**src/include/spimsc_pkg.sv**
```systemverilog
// Constants, register map and state encoding for the byte-wide serial port core
package spimsc_pkg;
   // APB widths
   localparam int ADDR_W = 12;
   localparam int DATA_W = 32;
   // Register indexes; byte address is four times the index
   localparam logic [7:0] CTRL_IDX = 8'h2c;
   localparam logic [7:0] STAT_IDX = 8'h2d;
   localparam logic [7:0] DATA_IDX = 8'h2e;
   localparam logic [7:0] POWER_IDX = 8'h30;
   localparam logic [7:0] PINS_IDX = 8'h31;
   localparam logic [ADDR_W-1:0] CTRL_ADDR = {2'h0, CTRL_IDX, 2'h0};
   localparam logic [ADDR_W-1:0] STAT_ADDR = {2'h0, STAT_IDX, 2'h0};
   localparam logic [ADDR_W-1:0] DATA_ADDR = {2'h0, DATA_IDX, 2'h0};
   localparam logic [ADDR_W-1:0] POWER_ADDR = {2'h0, POWER_IDX, 2'h0};
   localparam logic [ADDR_W-1:0] PINS_ADDR = {2'h0, PINS_IDX, 2'h0};
   // Control register fields
   localparam int CTRL_IRQ_EN = 7;
   localparam int CTRL_PORT_EN = 6;
   localparam int CTRL_ORDER = 5;
   localparam int CTRL_CONTROLLER = 4;
   localparam int CTRL_CPOL = 3;
   localparam int CTRL_CPHA = 2;
   localparam int CTRL_RATE_HI = 1;
   localparam int CTRL_RATE_LO = 0;
   localparam logic [7:0] CTRL_RESET = 8'h00;
   // Status register fields
   localparam int STAT_DONE = 7;
   localparam int STAT_COL = 6;
   localparam int STAT_DOUBLE = 0;
   // Power and pin-direction register fields
   localparam int POWER_OFF = 0;
   localparam int PIN_MOSI_DRV = 0;
   localparam int PIN_SCK_DRV = 1;
   localparam int PIN_MISO_DRV = 2;
   localparam int PIN_SS_OUT = 3;
   localparam logic [3:0] PINS_RESET = 4'h0;
   // Shift sequencing
   localparam logic [3:0] BITS_PER_BYTE = 4'h8;
   localparam logic [4:0] LAST_EDGE = 5'h0f;
   localparam int SYNC_LAT = 5;
   localparam logic [6:0] HALF_W1 = 7'h01;
   // Controller sequencer
   typedef enum logic [1:0] {
      SPIMSC_IDLE = 2'b00,
      SPIMSC_SHIFT = 2'b01,
      SPIMSC_DRAIN = 2'b11
   } spimsc_state_e;
   // Half period of SCK in clock cycles for {double, rate_hi, rate_lo}
   function automatic logic [6:0] spimsc_half(input logic [2:0] sel);
      logic [6:0] h;
      h = 7'h02;
      unique case (sel)
         3'h0: h = 7'h02;
         3'h1: h = 7'h08;
         3'h2: h = 7'h20;
         3'h3: h = 7'h40;
         3'h4: h = 7'h01;
         3'h5: h = 7'h04;
         3'h6: h = 7'h10;
         3'h7: h = 7'h20;
      endcase
      return h;
   endfunction : spimsc_half
endpackage : spimsc_pkg

```
**src/hdl/spimsc_clkdiv.sv**
```systemverilog
// Half-period tick generator for the controller serial clock
module spimsc_clkdiv (
   input wire logic clock,
   input wire logic nrst,
   input wire logic ce,
   input wire logic run,
   input wire logic [6:0] half_cycles,
   output logic tick
);
   logic [6:0] cnt;

   // Restarts from zero each byte so the first edge has a full half period
   always_ff @(posedge clock or negedge nrst) begin
      if (!nrst) begin
         cnt <= 7'h00;
         tick <= 1'b0;
      end else if (ce) begin
         if (!run) begin
            cnt <= 7'h00;
            tick <= 1'b0;
         end else if (cnt == half_cycles - spimsc_pkg::HALF_W1) begin
            cnt <= 7'h00;
            tick <= 1'b1;
         end else begin
            cnt <= cnt + 7'h01;
            tick <= 1'b0;
         end
      end
   end
endmodule : spimsc_clkdiv

```
**src/hdl/spimsc_core.sv**
```systemverilog
// Byte-wide controller/target serial port with APB register access
//
// Added by the designer: the APB slave port and the register offsets.

// Summary of operation
// - Power-off bit set holds the whole port inactive.
// - Controller drives MOSI and reads MISO; both shift registers exchange together.
// - Controller never drives select; software uses a general port pin.
// - Controller data write starts the clock generator for eight bits.
// - After the byte the clock stops, done flag sets, interrupt if enabled.
// - Target with select high is idle, MISO released, SCK ignored, loads allowed.
// - Target sets done flag after a full byte under select low.
// - Last received byte sits in a receive buffer until read.
// - Transmit single-buffered; write only after the shift cycle finishes.
// - Receive double-buffered; read before the next byte completes or lose it.
// - Controller forces MISO input; MOSI, SCK, select directions by software.
// - Target forces MOSI, SCK, select input; MISO direction by software.
// - Bit order selects LSB first or MSB first.
// - Target may load the next byte before reading the received one.
// - Rate bits and double bit pick divide 4,16,64,128,2,8,32,64.
// - Done flag clears on vector acknowledge or status read then data access.
// - Data write mid-transfer sets collision; cleared by status read then data access.
// - Select low as input in controller mode drops to target, sets done.
module spimsc_core (
   input wire logic clock,
   input wire logic nrst,
   input wire logic ce,
   input wire logic psel,
   input wire logic penable,
   input wire logic pwrite,
   input wire logic [spimsc_pkg::ADDR_W-1:0] paddr,
   input wire logic [spimsc_pkg::DATA_W-1:0] pwdata,
   output logic [spimsc_pkg::DATA_W-1:0] prdata,
   output logic pready,
   output logic pslverr,
   input wire logic irq_ack,
   output logic transfer_irq,
   input wire logic sck_in,
   output logic sck_out,
   output logic sck_oe_n,
   input wire logic mosi_in,
   output logic mosi_out,
   output logic mosi_oe_n,
   input wire logic miso_in,
   output logic miso_out,
   output logic miso_oe_n,
   input wire logic ss_n_in
);
   logic [7:0] serial_port_control;
   logic transfer_done_flag;
   logic write_collision_flag;
   logic rate_double_bit;
   logic serial_port_power_off;
   logic [3:0] pin_dirs;
   logic [7:0] rx_buf;
   logic [7:0] tx_sr;
   logic [7:0] rx_sr;
   logic out_bit;
   logic [3:0] rx_cnt;
   logic arm_done;
   logic arm_col;
   spimsc_pkg::spimsc_state_e state;
   logic [4:0] edge_cnt;
   logic sck_level;
   logic [spimsc_pkg::SYNC_LAT-1:0] pipe;
   logic sck_s;
   logic sck_q;
   logic ss_s;
   logic mosi_s;
   logic miso_s;
   logic tick;

   // Control field aliases
   logic port_enable_bit;
   logic controller_select_bit;
   logic bit_order_select;
   logic cpol;
   logic cpha;
   logic rate_select_high;
   logic rate_select_low;
   logic transfer_irq_enable;
   assign transfer_irq_enable = serial_port_control[spimsc_pkg::CTRL_IRQ_EN];
   assign port_enable_bit = serial_port_control[spimsc_pkg::CTRL_PORT_EN];
   assign bit_order_select = serial_port_control[spimsc_pkg::CTRL_ORDER];
   assign controller_select_bit = serial_port_control[spimsc_pkg::CTRL_CONTROLLER];
   assign cpol = serial_port_control[spimsc_pkg::CTRL_CPOL];
   assign cpha = serial_port_control[spimsc_pkg::CTRL_CPHA];
   assign rate_select_high = serial_port_control[spimsc_pkg::CTRL_RATE_HI];
   assign rate_select_low = serial_port_control[spimsc_pkg::CTRL_RATE_LO];

   // Mode decode; power-off overrides the enable bit
   logic enabled;
   logic is_ctrl;
   logic is_tgt;
   logic tgt_sel;
   assign enabled = port_enable_bit & ~serial_port_power_off;
   assign is_ctrl = enabled & controller_select_bit;
   assign is_tgt = enabled & ~controller_select_bit;
   assign tgt_sel = is_tgt & ~ss_s;

   // APB decode; a request takes effect at the edge that sees pready high
   logic acc;
   logic wr_ev;
   logic rd_ev;
   logic hit_ctrl;
   logic hit_stat;
   logic hit_data;
   logic hit_power;
   logic hit_pins;
   logic data_acc;
   assign acc = psel & penable & pready;
   assign wr_ev = acc & pwrite;
   assign rd_ev = acc & ~pwrite;
   assign hit_ctrl = (paddr == spimsc_pkg::CTRL_ADDR);
   assign hit_stat = (paddr == spimsc_pkg::STAT_ADDR);
   assign hit_data = (paddr == spimsc_pkg::DATA_ADDR);
   assign hit_power = (paddr == spimsc_pkg::POWER_ADDR);
   assign hit_pins = (paddr == spimsc_pkg::PINS_ADDR);
   assign data_acc = acc & hit_data;

   // Input synchronisers; the engine only looks at the filtered outputs
   spimsc_sync #(.RST_VAL(1'b0)) u_sync_sck (
      .clock(clock), .nrst(nrst), .ce(ce), .pin(sck_in), .stable(sck_s));
   spimsc_sync #(.RST_VAL(1'b1)) u_sync_ss (
      .clock(clock), .nrst(nrst), .ce(ce), .pin(ss_n_in), .stable(ss_s));
   spimsc_sync #(.RST_VAL(1'b0)) u_sync_mosi (
      .clock(clock), .nrst(nrst), .ce(ce), .pin(mosi_in), .stable(mosi_s));
   spimsc_sync #(.RST_VAL(1'b0)) u_sync_miso (
      .clock(clock), .nrst(nrst), .ce(ce), .pin(miso_in), .stable(miso_s));

   // Controller clock divider runs only while edges are being produced
   spimsc_clkdiv u_div (
      .clock(clock),
      .nrst(nrst),
      .ce(ce),
      .run(state == spimsc_pkg::SPIMSC_SHIFT),
      .half_cycles(spimsc_pkg::spimsc_half({rate_double_bit, rate_select_high,
         rate_select_low})),
      .tick(tick)
   );

   // Shift event decode for both roles
   logic active;
   logic load;
   logic ctl_tick;
   logic ctl_sample;
   logic tgt_edge;
   logic tgt_sample;
   logic setup_ev;
   logic sample_ev;
   logic rx_bit;
   logic fin;
   logic fault_ev;
   assign active = (state != spimsc_pkg::SPIMSC_IDLE) | (rx_cnt != 4'h0);
   assign load = wr_ev & hit_data & enabled & ~active;
   assign ctl_tick = tick & (state == spimsc_pkg::SPIMSC_SHIFT);
   // Even edges are leading; cpha moves sampling to the trailing edge
   assign ctl_sample = ctl_tick & (~edge_cnt[0] ^ cpha);
   assign tgt_edge = tgt_sel & (sck_s ^ sck_q);
   assign tgt_sample = tgt_edge & ((sck_s != cpol) ^ cpha);
   assign setup_ev = is_ctrl ? (ctl_tick & ~(~edge_cnt[0] ^ cpha)) : (tgt_edge & ~tgt_sample);
   // Controller samples after the pin pipeline so MISO is seen as at the SCK edge
   assign sample_ev = is_ctrl ? pipe[spimsc_pkg::SYNC_LAT-1] : tgt_sample;
   assign rx_bit = is_ctrl ? miso_s : mosi_s;
   assign fin = (rx_cnt == spimsc_pkg::BITS_PER_BYTE) &
      (~is_ctrl | (state == spimsc_pkg::SPIMSC_DRAIN));
   assign fault_ev = is_ctrl & ~pin_dirs[spimsc_pkg::PIN_SS_OUT] & ~ss_s;

   // Control register; a select fault beats a same-cycle write
   always_ff @(posedge clock or negedge nrst) begin
      if (!nrst) begin
         serial_port_control <= spimsc_pkg::CTRL_RESET;
      end else if (ce) begin
         if (wr_ev && hit_ctrl) begin
            serial_port_control <= pwdata[7:0];
         end
         if (fault_ev) begin
            serial_port_control[spimsc_pkg::CTRL_CONTROLLER] <= 1'b0;
         end
      end
   end

   // Power, pin-direction and rate-double settings
   always_ff @(posedge clock or negedge nrst) begin
      if (!nrst) begin
         serial_port_power_off <= 1'b0;
         pin_dirs <= spimsc_pkg::PINS_RESET;
         rate_double_bit <= 1'b0;
      end else if (ce) begin
         if (wr_ev && hit_power) begin
            serial_port_power_off <= pwdata[spimsc_pkg::POWER_OFF];
         end
         if (wr_ev && hit_pins) begin
            pin_dirs <= pwdata[3:0];
         end
         if (wr_ev && hit_stat) begin
            rate_double_bit <= pwdata[spimsc_pkg::STAT_DOUBLE];
         end
      end
   end

   // Flag clearing is armed by a status read and fired by a data access
   always_ff @(posedge clock or negedge nrst) begin
      if (!nrst) begin
         arm_done <= 1'b0;
         arm_col <= 1'b0;
      end else if (ce) begin
         if (rd_ev && hit_stat) begin
            arm_done <= transfer_done_flag;
            arm_col <= write_collision_flag;
         end else if (data_acc) begin
            arm_done <= 1'b0;
            arm_col <= 1'b0;
         end
      end
   end

   // Sticky flags; a new event in the clearing cycle wins
   always_ff @(posedge clock or negedge nrst) begin
      if (!nrst) begin
         transfer_done_flag <= 1'b0;
         write_collision_flag <= 1'b0;
      end else if (ce) begin
         if (fin || fault_ev) begin
            transfer_done_flag <= 1'b1;
         end else if (irq_ack || (data_acc && (arm_done || arm_col))) begin
            transfer_done_flag <= 1'b0;
         end
         if (wr_ev && hit_data && enabled && active) begin
            write_collision_flag <= 1'b1;
         end else if (data_acc && arm_col) begin
            write_collision_flag <= 1'b0;
         end
      end
   end

   // Controller sequencer: sixteen SCK edges, then wait for the last sample
   always_ff @(posedge clock or negedge nrst) begin
      if (!nrst) begin
         state <= spimsc_pkg::SPIMSC_IDLE;
         edge_cnt <= 5'h00;
         sck_level <= 1'b0;
      end else if (ce) begin
         if (!is_ctrl) begin
            state <= spimsc_pkg::SPIMSC_IDLE;
            sck_level <= cpol;
         end else begin
            unique case (state)
               spimsc_pkg::SPIMSC_IDLE: begin
                  sck_level <= cpol;
                  edge_cnt <= 5'h00;
                  if (load) begin
                     state <= spimsc_pkg::SPIMSC_SHIFT;
                  end
               end
               spimsc_pkg::SPIMSC_SHIFT: begin
                  if (tick) begin
                     sck_level <= ~sck_level;
                     edge_cnt <= edge_cnt + 5'h01;
                     if (edge_cnt == spimsc_pkg::LAST_EDGE) begin
                        state <= spimsc_pkg::SPIMSC_DRAIN;
                     end
                  end
               end
               spimsc_pkg::SPIMSC_DRAIN: begin
                  if (fin) begin
                     state <= spimsc_pkg::SPIMSC_IDLE;
                  end
               end
            endcase
         end
      end
   end

   // Sample pipeline matching output register plus input synchroniser delay
   always_ff @(posedge clock or negedge nrst) begin
      if (!nrst) begin
         pipe <= '0;
         sck_q <= 1'b0;
      end else if (ce) begin
         pipe <= {pipe[spimsc_pkg::SYNC_LAT-2:0], ctl_sample & is_ctrl};
         sck_q <= sck_s;
      end
   end

   // Transmit side: out_bit changes only on load or setup edges
   always_ff @(posedge clock or negedge nrst) begin
      if (!nrst) begin
         tx_sr <= 8'h00;
         out_bit <= 1'b0;
      end else if (ce) begin
         if (load) begin
            // With cpha clear the first bit must sit on the line before the first edge
            out_bit <= bit_order_select ? pwdata[0] : pwdata[7];
            if (cpha) begin
               tx_sr <= pwdata[7:0];
            end else begin
               tx_sr <= bit_order_select ? {1'b0, pwdata[7:1]} : {pwdata[6:0], 1'b0};
            end
         end else if (setup_ev) begin
            out_bit <= bit_order_select ? tx_sr[0] : tx_sr[7];
            tx_sr <= bit_order_select ? {1'b0, tx_sr[7:1]} : {tx_sr[6:0], 1'b0};
         end
      end
   end

   // Receive side; select high in target mode drops a partial byte
   always_ff @(posedge clock or negedge nrst) begin
      if (!nrst) begin
         rx_sr <= 8'h00;
         rx_cnt <= 4'h0;
      end else if (ce) begin
         if (!enabled || (is_tgt && ss_s) || fault_ev || fin) begin
            rx_cnt <= 4'h0;
         end else if (sample_ev && rx_cnt != spimsc_pkg::BITS_PER_BYTE) begin
            rx_cnt <= rx_cnt + 4'h1;
            rx_sr <= bit_order_select ? {rx_bit, rx_sr[7:1]} : {rx_sr[6:0], rx_bit};
         end
      end
   end

   // Receive buffer keeps the last whole byte; an unread one is overwritten
   always_ff @(posedge clock or negedge nrst) begin
      if (!nrst) begin
         rx_buf <= 8'h00;
      end else if (ce) begin
         if (fin) begin
            rx_buf <= rx_sr;
         end
      end
   end

   // Pin drivers and direction overrides; oe_n low means this block drives
   always_ff @(posedge clock or negedge nrst) begin
      if (!nrst) begin
         sck_out <= 1'b0;
         sck_oe_n <= 1'b1;
         mosi_out <= 1'b0;
         mosi_oe_n <= 1'b1;
         miso_out <= 1'b0;
         miso_oe_n <= 1'b1;
      end else if (ce) begin
         sck_out <= is_ctrl ? sck_level : cpol;
         sck_oe_n <= ~(is_ctrl & pin_dirs[spimsc_pkg::PIN_SCK_DRV]);
         mosi_out <= out_bit;
         mosi_oe_n <= ~(is_ctrl & pin_dirs[spimsc_pkg::PIN_MOSI_DRV]);
         miso_out <= out_bit;
         // Released while select is high so several targets can share MISO
         miso_oe_n <= ~(tgt_sel & pin_dirs[spimsc_pkg::PIN_MISO_DRV]);
      end
   end

   // Interrupt request level for the system controller
   always_ff @(posedge clock or negedge nrst) begin
      if (!nrst) begin
         transfer_irq <= 1'b0;
      end else if (ce) begin
         transfer_irq <= transfer_done_flag & transfer_irq_enable;
      end
   end

   // Read mux
   logic [spimsc_pkg::DATA_W-1:0] rd_val;
   logic rd_hit;
   always_comb begin
      rd_val = '0;
      rd_hit = 1'b1;
      if (hit_ctrl) begin
         rd_val[7:0] = serial_port_control;
      end else if (hit_stat) begin
         rd_val[spimsc_pkg::STAT_DONE] = transfer_done_flag;
         rd_val[spimsc_pkg::STAT_COL] = write_collision_flag;
         rd_val[spimsc_pkg::STAT_DOUBLE] = rate_double_bit;
      end else if (hit_data) begin
         rd_val[7:0] = rx_buf;
      end else if (hit_power) begin
         rd_val[spimsc_pkg::POWER_OFF] = serial_port_power_off;
      end else if (hit_pins) begin
         rd_val[3:0] = pin_dirs;
      end else begin
         rd_hit = 1'b0;
      end
   end

   // APB answer: one wait state, then pready with data and error
   always_ff @(posedge clock or negedge nrst) begin
      if (!nrst) begin
         pready <= 1'b0;
         prdata <= '0;
         pslverr <= 1'b0;
      end else if (ce) begin
         pready <= psel & penable & ~pready;
         if (psel && penable && !pready) begin
            prdata <= pwrite ? '0 : rd_val;
            pslverr <= ~rd_hit;
         end else begin
            prdata <= '0;
            pslverr <= 1'b0;
         end
      end
   end
endmodule : spimsc_core

```
**src/hdl/spimsc_sync.sv**
```systemverilog
// Three-stage input synchroniser with agreement filter
module spimsc_sync #(
   parameter logic RST_VAL = 1'b1
) (
   input wire logic clock,
   input wire logic nrst,
   input wire logic ce,
   input wire logic pin,
   output logic stable
);
   logic s1;
   logic s2;
   logic s3;

   // Stage one feeds stage two only; the value moves once two and three agree
   always_ff @(posedge clock or negedge nrst) begin
      if (!nrst) begin
         s1 <= RST_VAL;
         s2 <= RST_VAL;
         s3 <= RST_VAL;
         stable <= RST_VAL;
      end else if (ce) begin
         s1 <= pin;
         s2 <= s1;
         s3 <= s2;
         if (s2 == s3) begin
            stable <= s3;
         end
      end
   end
endmodule : spimsc_sync

```
**config.mk**
```make
export PLATFORM = sky130hd
export DESIGN_NAME = spimsc_core
export DESIGN_NICKNAME = d
export VERILOG_FILES = /design/src/include/spimsc_pkg.sv /design/src/hdl/spimsc_clkdiv.sv /design/src/hdl/spimsc_core.sv /design/src/hdl/spimsc_sync.sv
export SDC_FILE = /design/constraint.sdc
export NUM_CORES = 1
export LEC_CHECK = 0
export ABC_AREA = 0
export CORE_MARGIN = 2
export CORE_UTILIZATION = 49
export CTS_BUF_LIST = sky130_fd_sc_hd__clkbuf_8 sky130_fd_sc_hd__clkbuf_16
export DETAILED_ROUTE_END_ITERATION = 6
export DONT_BUFFER_PORTS = 1
export PLACE_DENSITY = 0.68
export SYNTH_ARGS = -nofsm -noshare
export SYNTH_HDL_FRONTEND = slang
export SYNTH_HIERARCHICAL = 1
export SYNTH_SLANG_ARGS = --single-unit
export TNS_END_PERCENT = 1
```
**constraint.sdc**
```tcl
create_clock -name clock -period 4.7 [get_ports clock]
set_input_delay 0.94 -clock clock [delete_from_list [all_inputs] [get_ports clock]]
set_output_delay 0.94 -clock clock [all_outputs]
set_load 0.05 [all_outputs]
```
=== Word-level counts from Yosys, hierarchy flattened ===
Memories as Yosys holds them, arrays and structs flattened.
Index checks and enable logic that the tools add are counted.

* Word-level logic and storage cells: 230
* Memories kept: 1
* Memory bits (read-only): 56
* Register bits after elaboration: 125
* Input port bits: 55

* Reduce and logical (&&, ||, !) cells: 51
* Multiplexer cells: 57
* $add $sub $neg: 4
* Bitwise gates (word level): 49
* Equality and inequality tests: 22

{| class="wikitable"
|+ Memory list
! memory !! words !! bits a word !! rd ports !! clocked after Yosys merged registers in !! write ports !! line !! source
|-
| (name not given) || 8 || 7 || 1 || 0 || 0 || spimsc_pkg.sv:53 || <nowiki>unique case (sel)</nowiki>
|}

{| class="wikitable"
|+ Operators by type and width
! operator !! number
|-
| 8-bit two-way mux || 9
|-
| 12-bit by 8-bit == test with 1-bit output (second input constant) || 5
|-
| 2-bit AND reduction || 15
|-
| 1-bit two-way mux || 28
|-
| 1-bit AND || 27
|-
| 4-bit two-way mux || 5
|-
| 1-bit NOT || 17
|-
| 2-bit nonzero test || 8
|-
| 5-bit two-way mux || 3
|-
| 1-bit logical AND || 14
|-
| 7-bit two-way mux || 2
|-
| 2-bit two-way mux || 6
|-
| 3-bit inequality test (second input constant) || 4
|-
| 5-bit one-hot mux with 2 select lines || 1
|-
| 7-bit by 1-bit adder with 7-bit output (second input constant) || 1
|-
| 7-bit == test || 1
|-
| 7-bit by 1-bit subtractor with 7-bit output (second input constant) || 1
|-
| 1-bit logical OR || 6
|-
| 2-bit one-hot mux with 3 select lines || 1
|-
| 3-bit AND reduction || 2
|-
| 5-bit by 1-bit adder with 5-bit output (second input constant) || 1
|-
| 5-bit by 4-bit == test with 1-bit output (second input constant) || 1
|-
| 5-bit AND reduction || 1
|-
| 4-bit by 1-bit adder with 4-bit output (second input constant) || 1
|-
| other kinds (16) || 23
|}

=== Logic depth before layout (Yosys ltp) ===
* Depth after elaboration: 11
* Gate-level depth with buffers: 9
* Mapped depth without buffers: 8

=== Cells and area by module ===
The synthesis kept the hierarchy.

{| class="wikitable"
|+ Modules (own cells, without submodules)
! module !! sequential area each (sq um) !! instances !! area an instance (sq um) !! cells each
|-
| spimsc_core || 1930.6 || 1 || 4416.7 || 432
|-
| spimsc_clkdiv || 200.2 || 1 || 633.1 || 73
|-
| spimsc_sync at u_sync_miso ... || 100.1 || 3 || 156.4 || 10
|-
| spimsc_sync at u_sync_ss || 105.1 || 1 || 161.4 || 10
|}

=== Least setup slack after synthesis ===
No wires, ideal clock.

* Kind: in2reg
* From: input port paddr[1] in the netlist's numbering
* To: register out_bit
* Arrival: 2.629 ns
* Data required time: 4.574 ns
* Stages: 7
* Slack: 1.945 ns
* Library setup time: 0.126 ns
* Cell sequence: or2_2 -> nor4_2 -> and4_1 -> buf_6 -> o21ba_1 -> buf_6 -> a221o_1

* Word-level cells in the longest chain between the ends: 6
* Elaborated cells on any way between the ends: 7
* Those cells by class: eq/ne: 1; mux: 1; bitwise: 3; reduce/logical: 2

{| class="wikitable"
|+ RTL lines
! element !! line !! source
|-
| start: declaration || spimsc_core.sv:31 || <nowiki>input wire logic [spimsc_pkg::ADDR_W-1:0] paddr,</nowiki>
|-
| 12-bit by 8-bit == test with 1-bit output (*) || spimsc_core.sv:116 || <nowiki>assign hit_data = (paddr == spimsc_pkg::DATA_ADDR);</nowiki>
|-
| 1-bit AND (*) (3 in series) || spimsc_core.sv:155 || <nowiki>assign load = wr_ev & hit_data & enabled & ~active;</nowiki>
|-
| 2-bit nonzero test (no source line) || -- ||
|-
| 2-bit AND reduction (no source line) || -- ||
|-
| end signal: assignment || spimsc_core.sv:294 || <nowiki>out_bit <= bit_order_select ? pwdata[0] : pwdata[7];</nowiki>
|-
| end signal: assignment || spimsc_core.sv:301 || <nowiki>out_bit <= bit_order_select ? tx_sr[0] : tx_sr[7];</nowiki>
|-
| end: declaration || spimsc_core.sv:58 || <nowiki>logic out_bit;</nowiki>
|}

Every way passes the cells marked *; elsewhere a longest branch is shown, timed or not.
A chain may end at the register's enable or synchronous reset.

=== Worst setup path in the final report ===
Ends and elaborated chain as after synthesis.

==> flow_summary.yaml <==
route:
  vias: 4048
  wl_per_cell_um: 17.73
  ant_nets: 0
  drc: 0
  first_pass_iters: 5
  wl_um: 11910
  drt-vias-per-instance: 6.024
  first_iter_violations: 266
flow_run:
  cap_violations: 0
worst_setup_path:
  path_max_fanout: 10
  crit_required_ns: 4.93
  startpoint_type: "input pin"
  path_class: "input pin to flop"
  critPathCaptureType: "flop"
  r2r_start: "rate_double_bit"
  arrival_ns: 3.18
  critPathLaunch: "paddr[1]"
clock_tree:
  clock-sinks: 101
  postCtsHoldBufs: 0
  clockBufferDepth: 2
  cts_setup_buffers: 0
  clk_latency_ns: 0.35
  clk_pin_slew_ns: 0.07
  htreeDepth: 3
  tritoncts: "built"
  cts_buffers: 9
  clock-root-buffer: "clkbuf_16"
  cts_resized: 0
min_path:
  min_path_type: "input pin to async pin"
power_and_ir_drop:
  p_leak_nw: 2.638
  irDropWorstVdd_uv: 253.4
  power_density_nw_per_um2: 324.5
logic_synthesis:
  netlist_area_um2: 5680
  ys_types: 67
  yosysSeqAreaShare_pct: 44.65
  yosys_most_used_dff: "dfrtp_1"
  synthArstFlopShare_pct: 100.0
  synthCells: 545
  synth_seq_cells: 101
  yosysWarnings: 6
  synth_area_per_cell_um2: 10.42
  synth_edf_count: 0
sta:
  setup-tns-final_ns: 0
  final-setup-viol-count: 0
  min_period_ns: 2.952
  finClkSkew_ns: 0.007184
  rsz0062_at_grt: "false"
  finalCritPeriodShare_pct: 62.81
  max-slew-margin-rel_pct: 22.15
  maxSlewViolCount: 0
  hold_viol_final: 0
  worstMarginPinSlew_ns: 1.168
  fmax_mhz: 338.8
global_route:
  grt_pass1_vias: 3912
  globalRouteMet1Util_pct: 26.22
  grt_overflow_total: 0
  met2_usage_pct: 31.31
  grt_util_all_layers_pct: 19.76
  met3_usage_pct: 6.206
  antenna_found_initial: 0
  grt_start_max_net_pins: 102
  grt_pass1_wl_um: 19850
  grt.busiest_layer: "met2"
die:
  num_rows: 39
  dieHeight_um: 111.7
  start_util_pct: 49.96
  dieArea_um2: 12470
  ios: 96
  core_area_um2: 11370
  die_w_um: 111.7
placement:
  numPortBuffers: 0
  placed_cell_area_um2: 5627
  hpwlAfterDp_um: 8115
  gp_routability_congestion: 0.8163
cells_and_area:
  regArea_um2: 2536
  final_nets: 585
  diodes: 0
  stdcell_area_um2: 5966
  multi_input_area_um2: 2810
  area_growth_pct: 5.022
  drive_gt1_share_pct: 18.71
  fillCellCount: 1035
run_status:
  status: "complete, no violations"
[state kept, by name (all words and copies together) (netlist names), 2 cells and up]
| signal | flops |
|---|---|
| prdata | 8 |
| rx_buf | 8 |
| rx_sr | 8 |
| serial_port_control | 8 |
| tx_sr | 8 |
| u_div/cnt | 7 |
| edge_cnt | 5 |
| pipe | 5 |
| pin_dirs | 4 |
| rx_cnt | 4 |
| state | 2 |
[through the flow]
step           cells  power (W)  hold slack, ns  util [%]  setup WS (ns)
4_1_cts          672   0.001956          0.2718     52.47          1.814
3_3_place_gp     656   0.001108          0.4354     49.49          1.476
5_1_grt          672   0.002010          0.2668     52.47          1.566
2_1_floorplan    568   0.001116          0.4037         -          1.945
3_5_place_dp     656   0.001115          0.4496     49.49          1.437
6_report         672   0.001936          0.2839     52.47          1.748
[critical path: stages]
cell	delay [ns]
or2_2	0.33
nor4_2	0.64
and4_1	0.54
o21ba_1	0.34
a221o_1	0.39
[cell type report]
type / instances / area share [%]
Sequential cell: 101 / 42.51
Tap cell: 143 / 2.999
Clock buffer: 9 / 3.775
Inverter: 27 / 1.699
Clock inverter: 7 / 1.909
Multi-Input combinational cell: 385 / 47.11
[placed cells by master (no fill, tap or decap), drive strengths merged, types with 5 or more instances in the layout]
master,Yosys,routed
nor2b,5,5
nand3,13,13
nand2,30,30
and3,6,6
xor2,5,5
o22ai,6,6
xnor2,6,6
dfstp,7,7
clkbuf,22,9
nand2b,11,11
a21o,6,6
conb,1,24
a21oi,22,22
o2bb2ai,7,7
nor4,17,17
nor2,34,34
mux2,63,63
dfrtp,94,94
inv,27,27
ha,6,6
a221oi,8,8
a31oi,6,6
mux2i,13,13
o21ai,21,21
or3,5,5
a22o,11,11
a32o,5,5
[synth_stat cells, drive strengths merged, types with 5 or more instances]
cell	number	area share [%]
a21o	6	0.79
a21oi	22	1.9
a221oi	8	1.2
a22o	11	1.7
a31oi	6	0.66
a32o	5	0.88
and3	6	0.66
buf	33	4.2
clkbuf	22	1.5
dfrtp	94	41
dfstp	7	3.2
ha	6	1.3
inv	27	1.8
mux2	63	12
mux2i	13	2.3
nand2	30	2.0
nand2b	11	1.2
nand3	13	1.1
nor2	34	2.2
nor2b	5	0.55
nor4	17	2.5
o21ai	21	1.9
o22ai	6	0.66
o2bb2ai	7	1.1
or3	5	0.64
xnor2	6	0.93
xor2	5	0.77
[logic make-up after synthesis]
family | synth area share [%]
and+or+nand+nor | 14.82
AOI/OAI and AO/OA | 14.85
DFF | 44.65
buffers and inverters | 7.401
muxes | 14.78
xor gates and xnor gates | 2.114
adders and majority gates | 1.322
other | 0.06602
[path summary, 6_finish.rpt]
kind	cells after the start	end	slack (ns)
max	5	out_bit	1.75
min	0	u_div/cnt[4]	0.28
max reg2reg	8	u_div/cnt[0]	1.79
min reg2reg	1	mosi_oe_n	0.46
max in group asynchronous	0	u_sync_ss/s3	4.17
min in group clock	1	mosi_oe_n	0.46
[per-layer routing]
| metal | vias up | part of all wire (%) |
|---|---|---|
| met5 | - | 0 |
| met4 | 0 | 1.2 |
| met3 | 12 | 6.1 |
| met1 | 2021 | 45 |
| li1 | 1892 | - |
| met2 | 123 | 47 |
[power by group]
part | internal (W) | switching [W]
registers | 0.000912 | 0.0000482
logic | 0.0000571 | 0.0000816
clock network | 0.000518 | 0.000319
No activity file was read; power rests on OpenSTA's default activity.
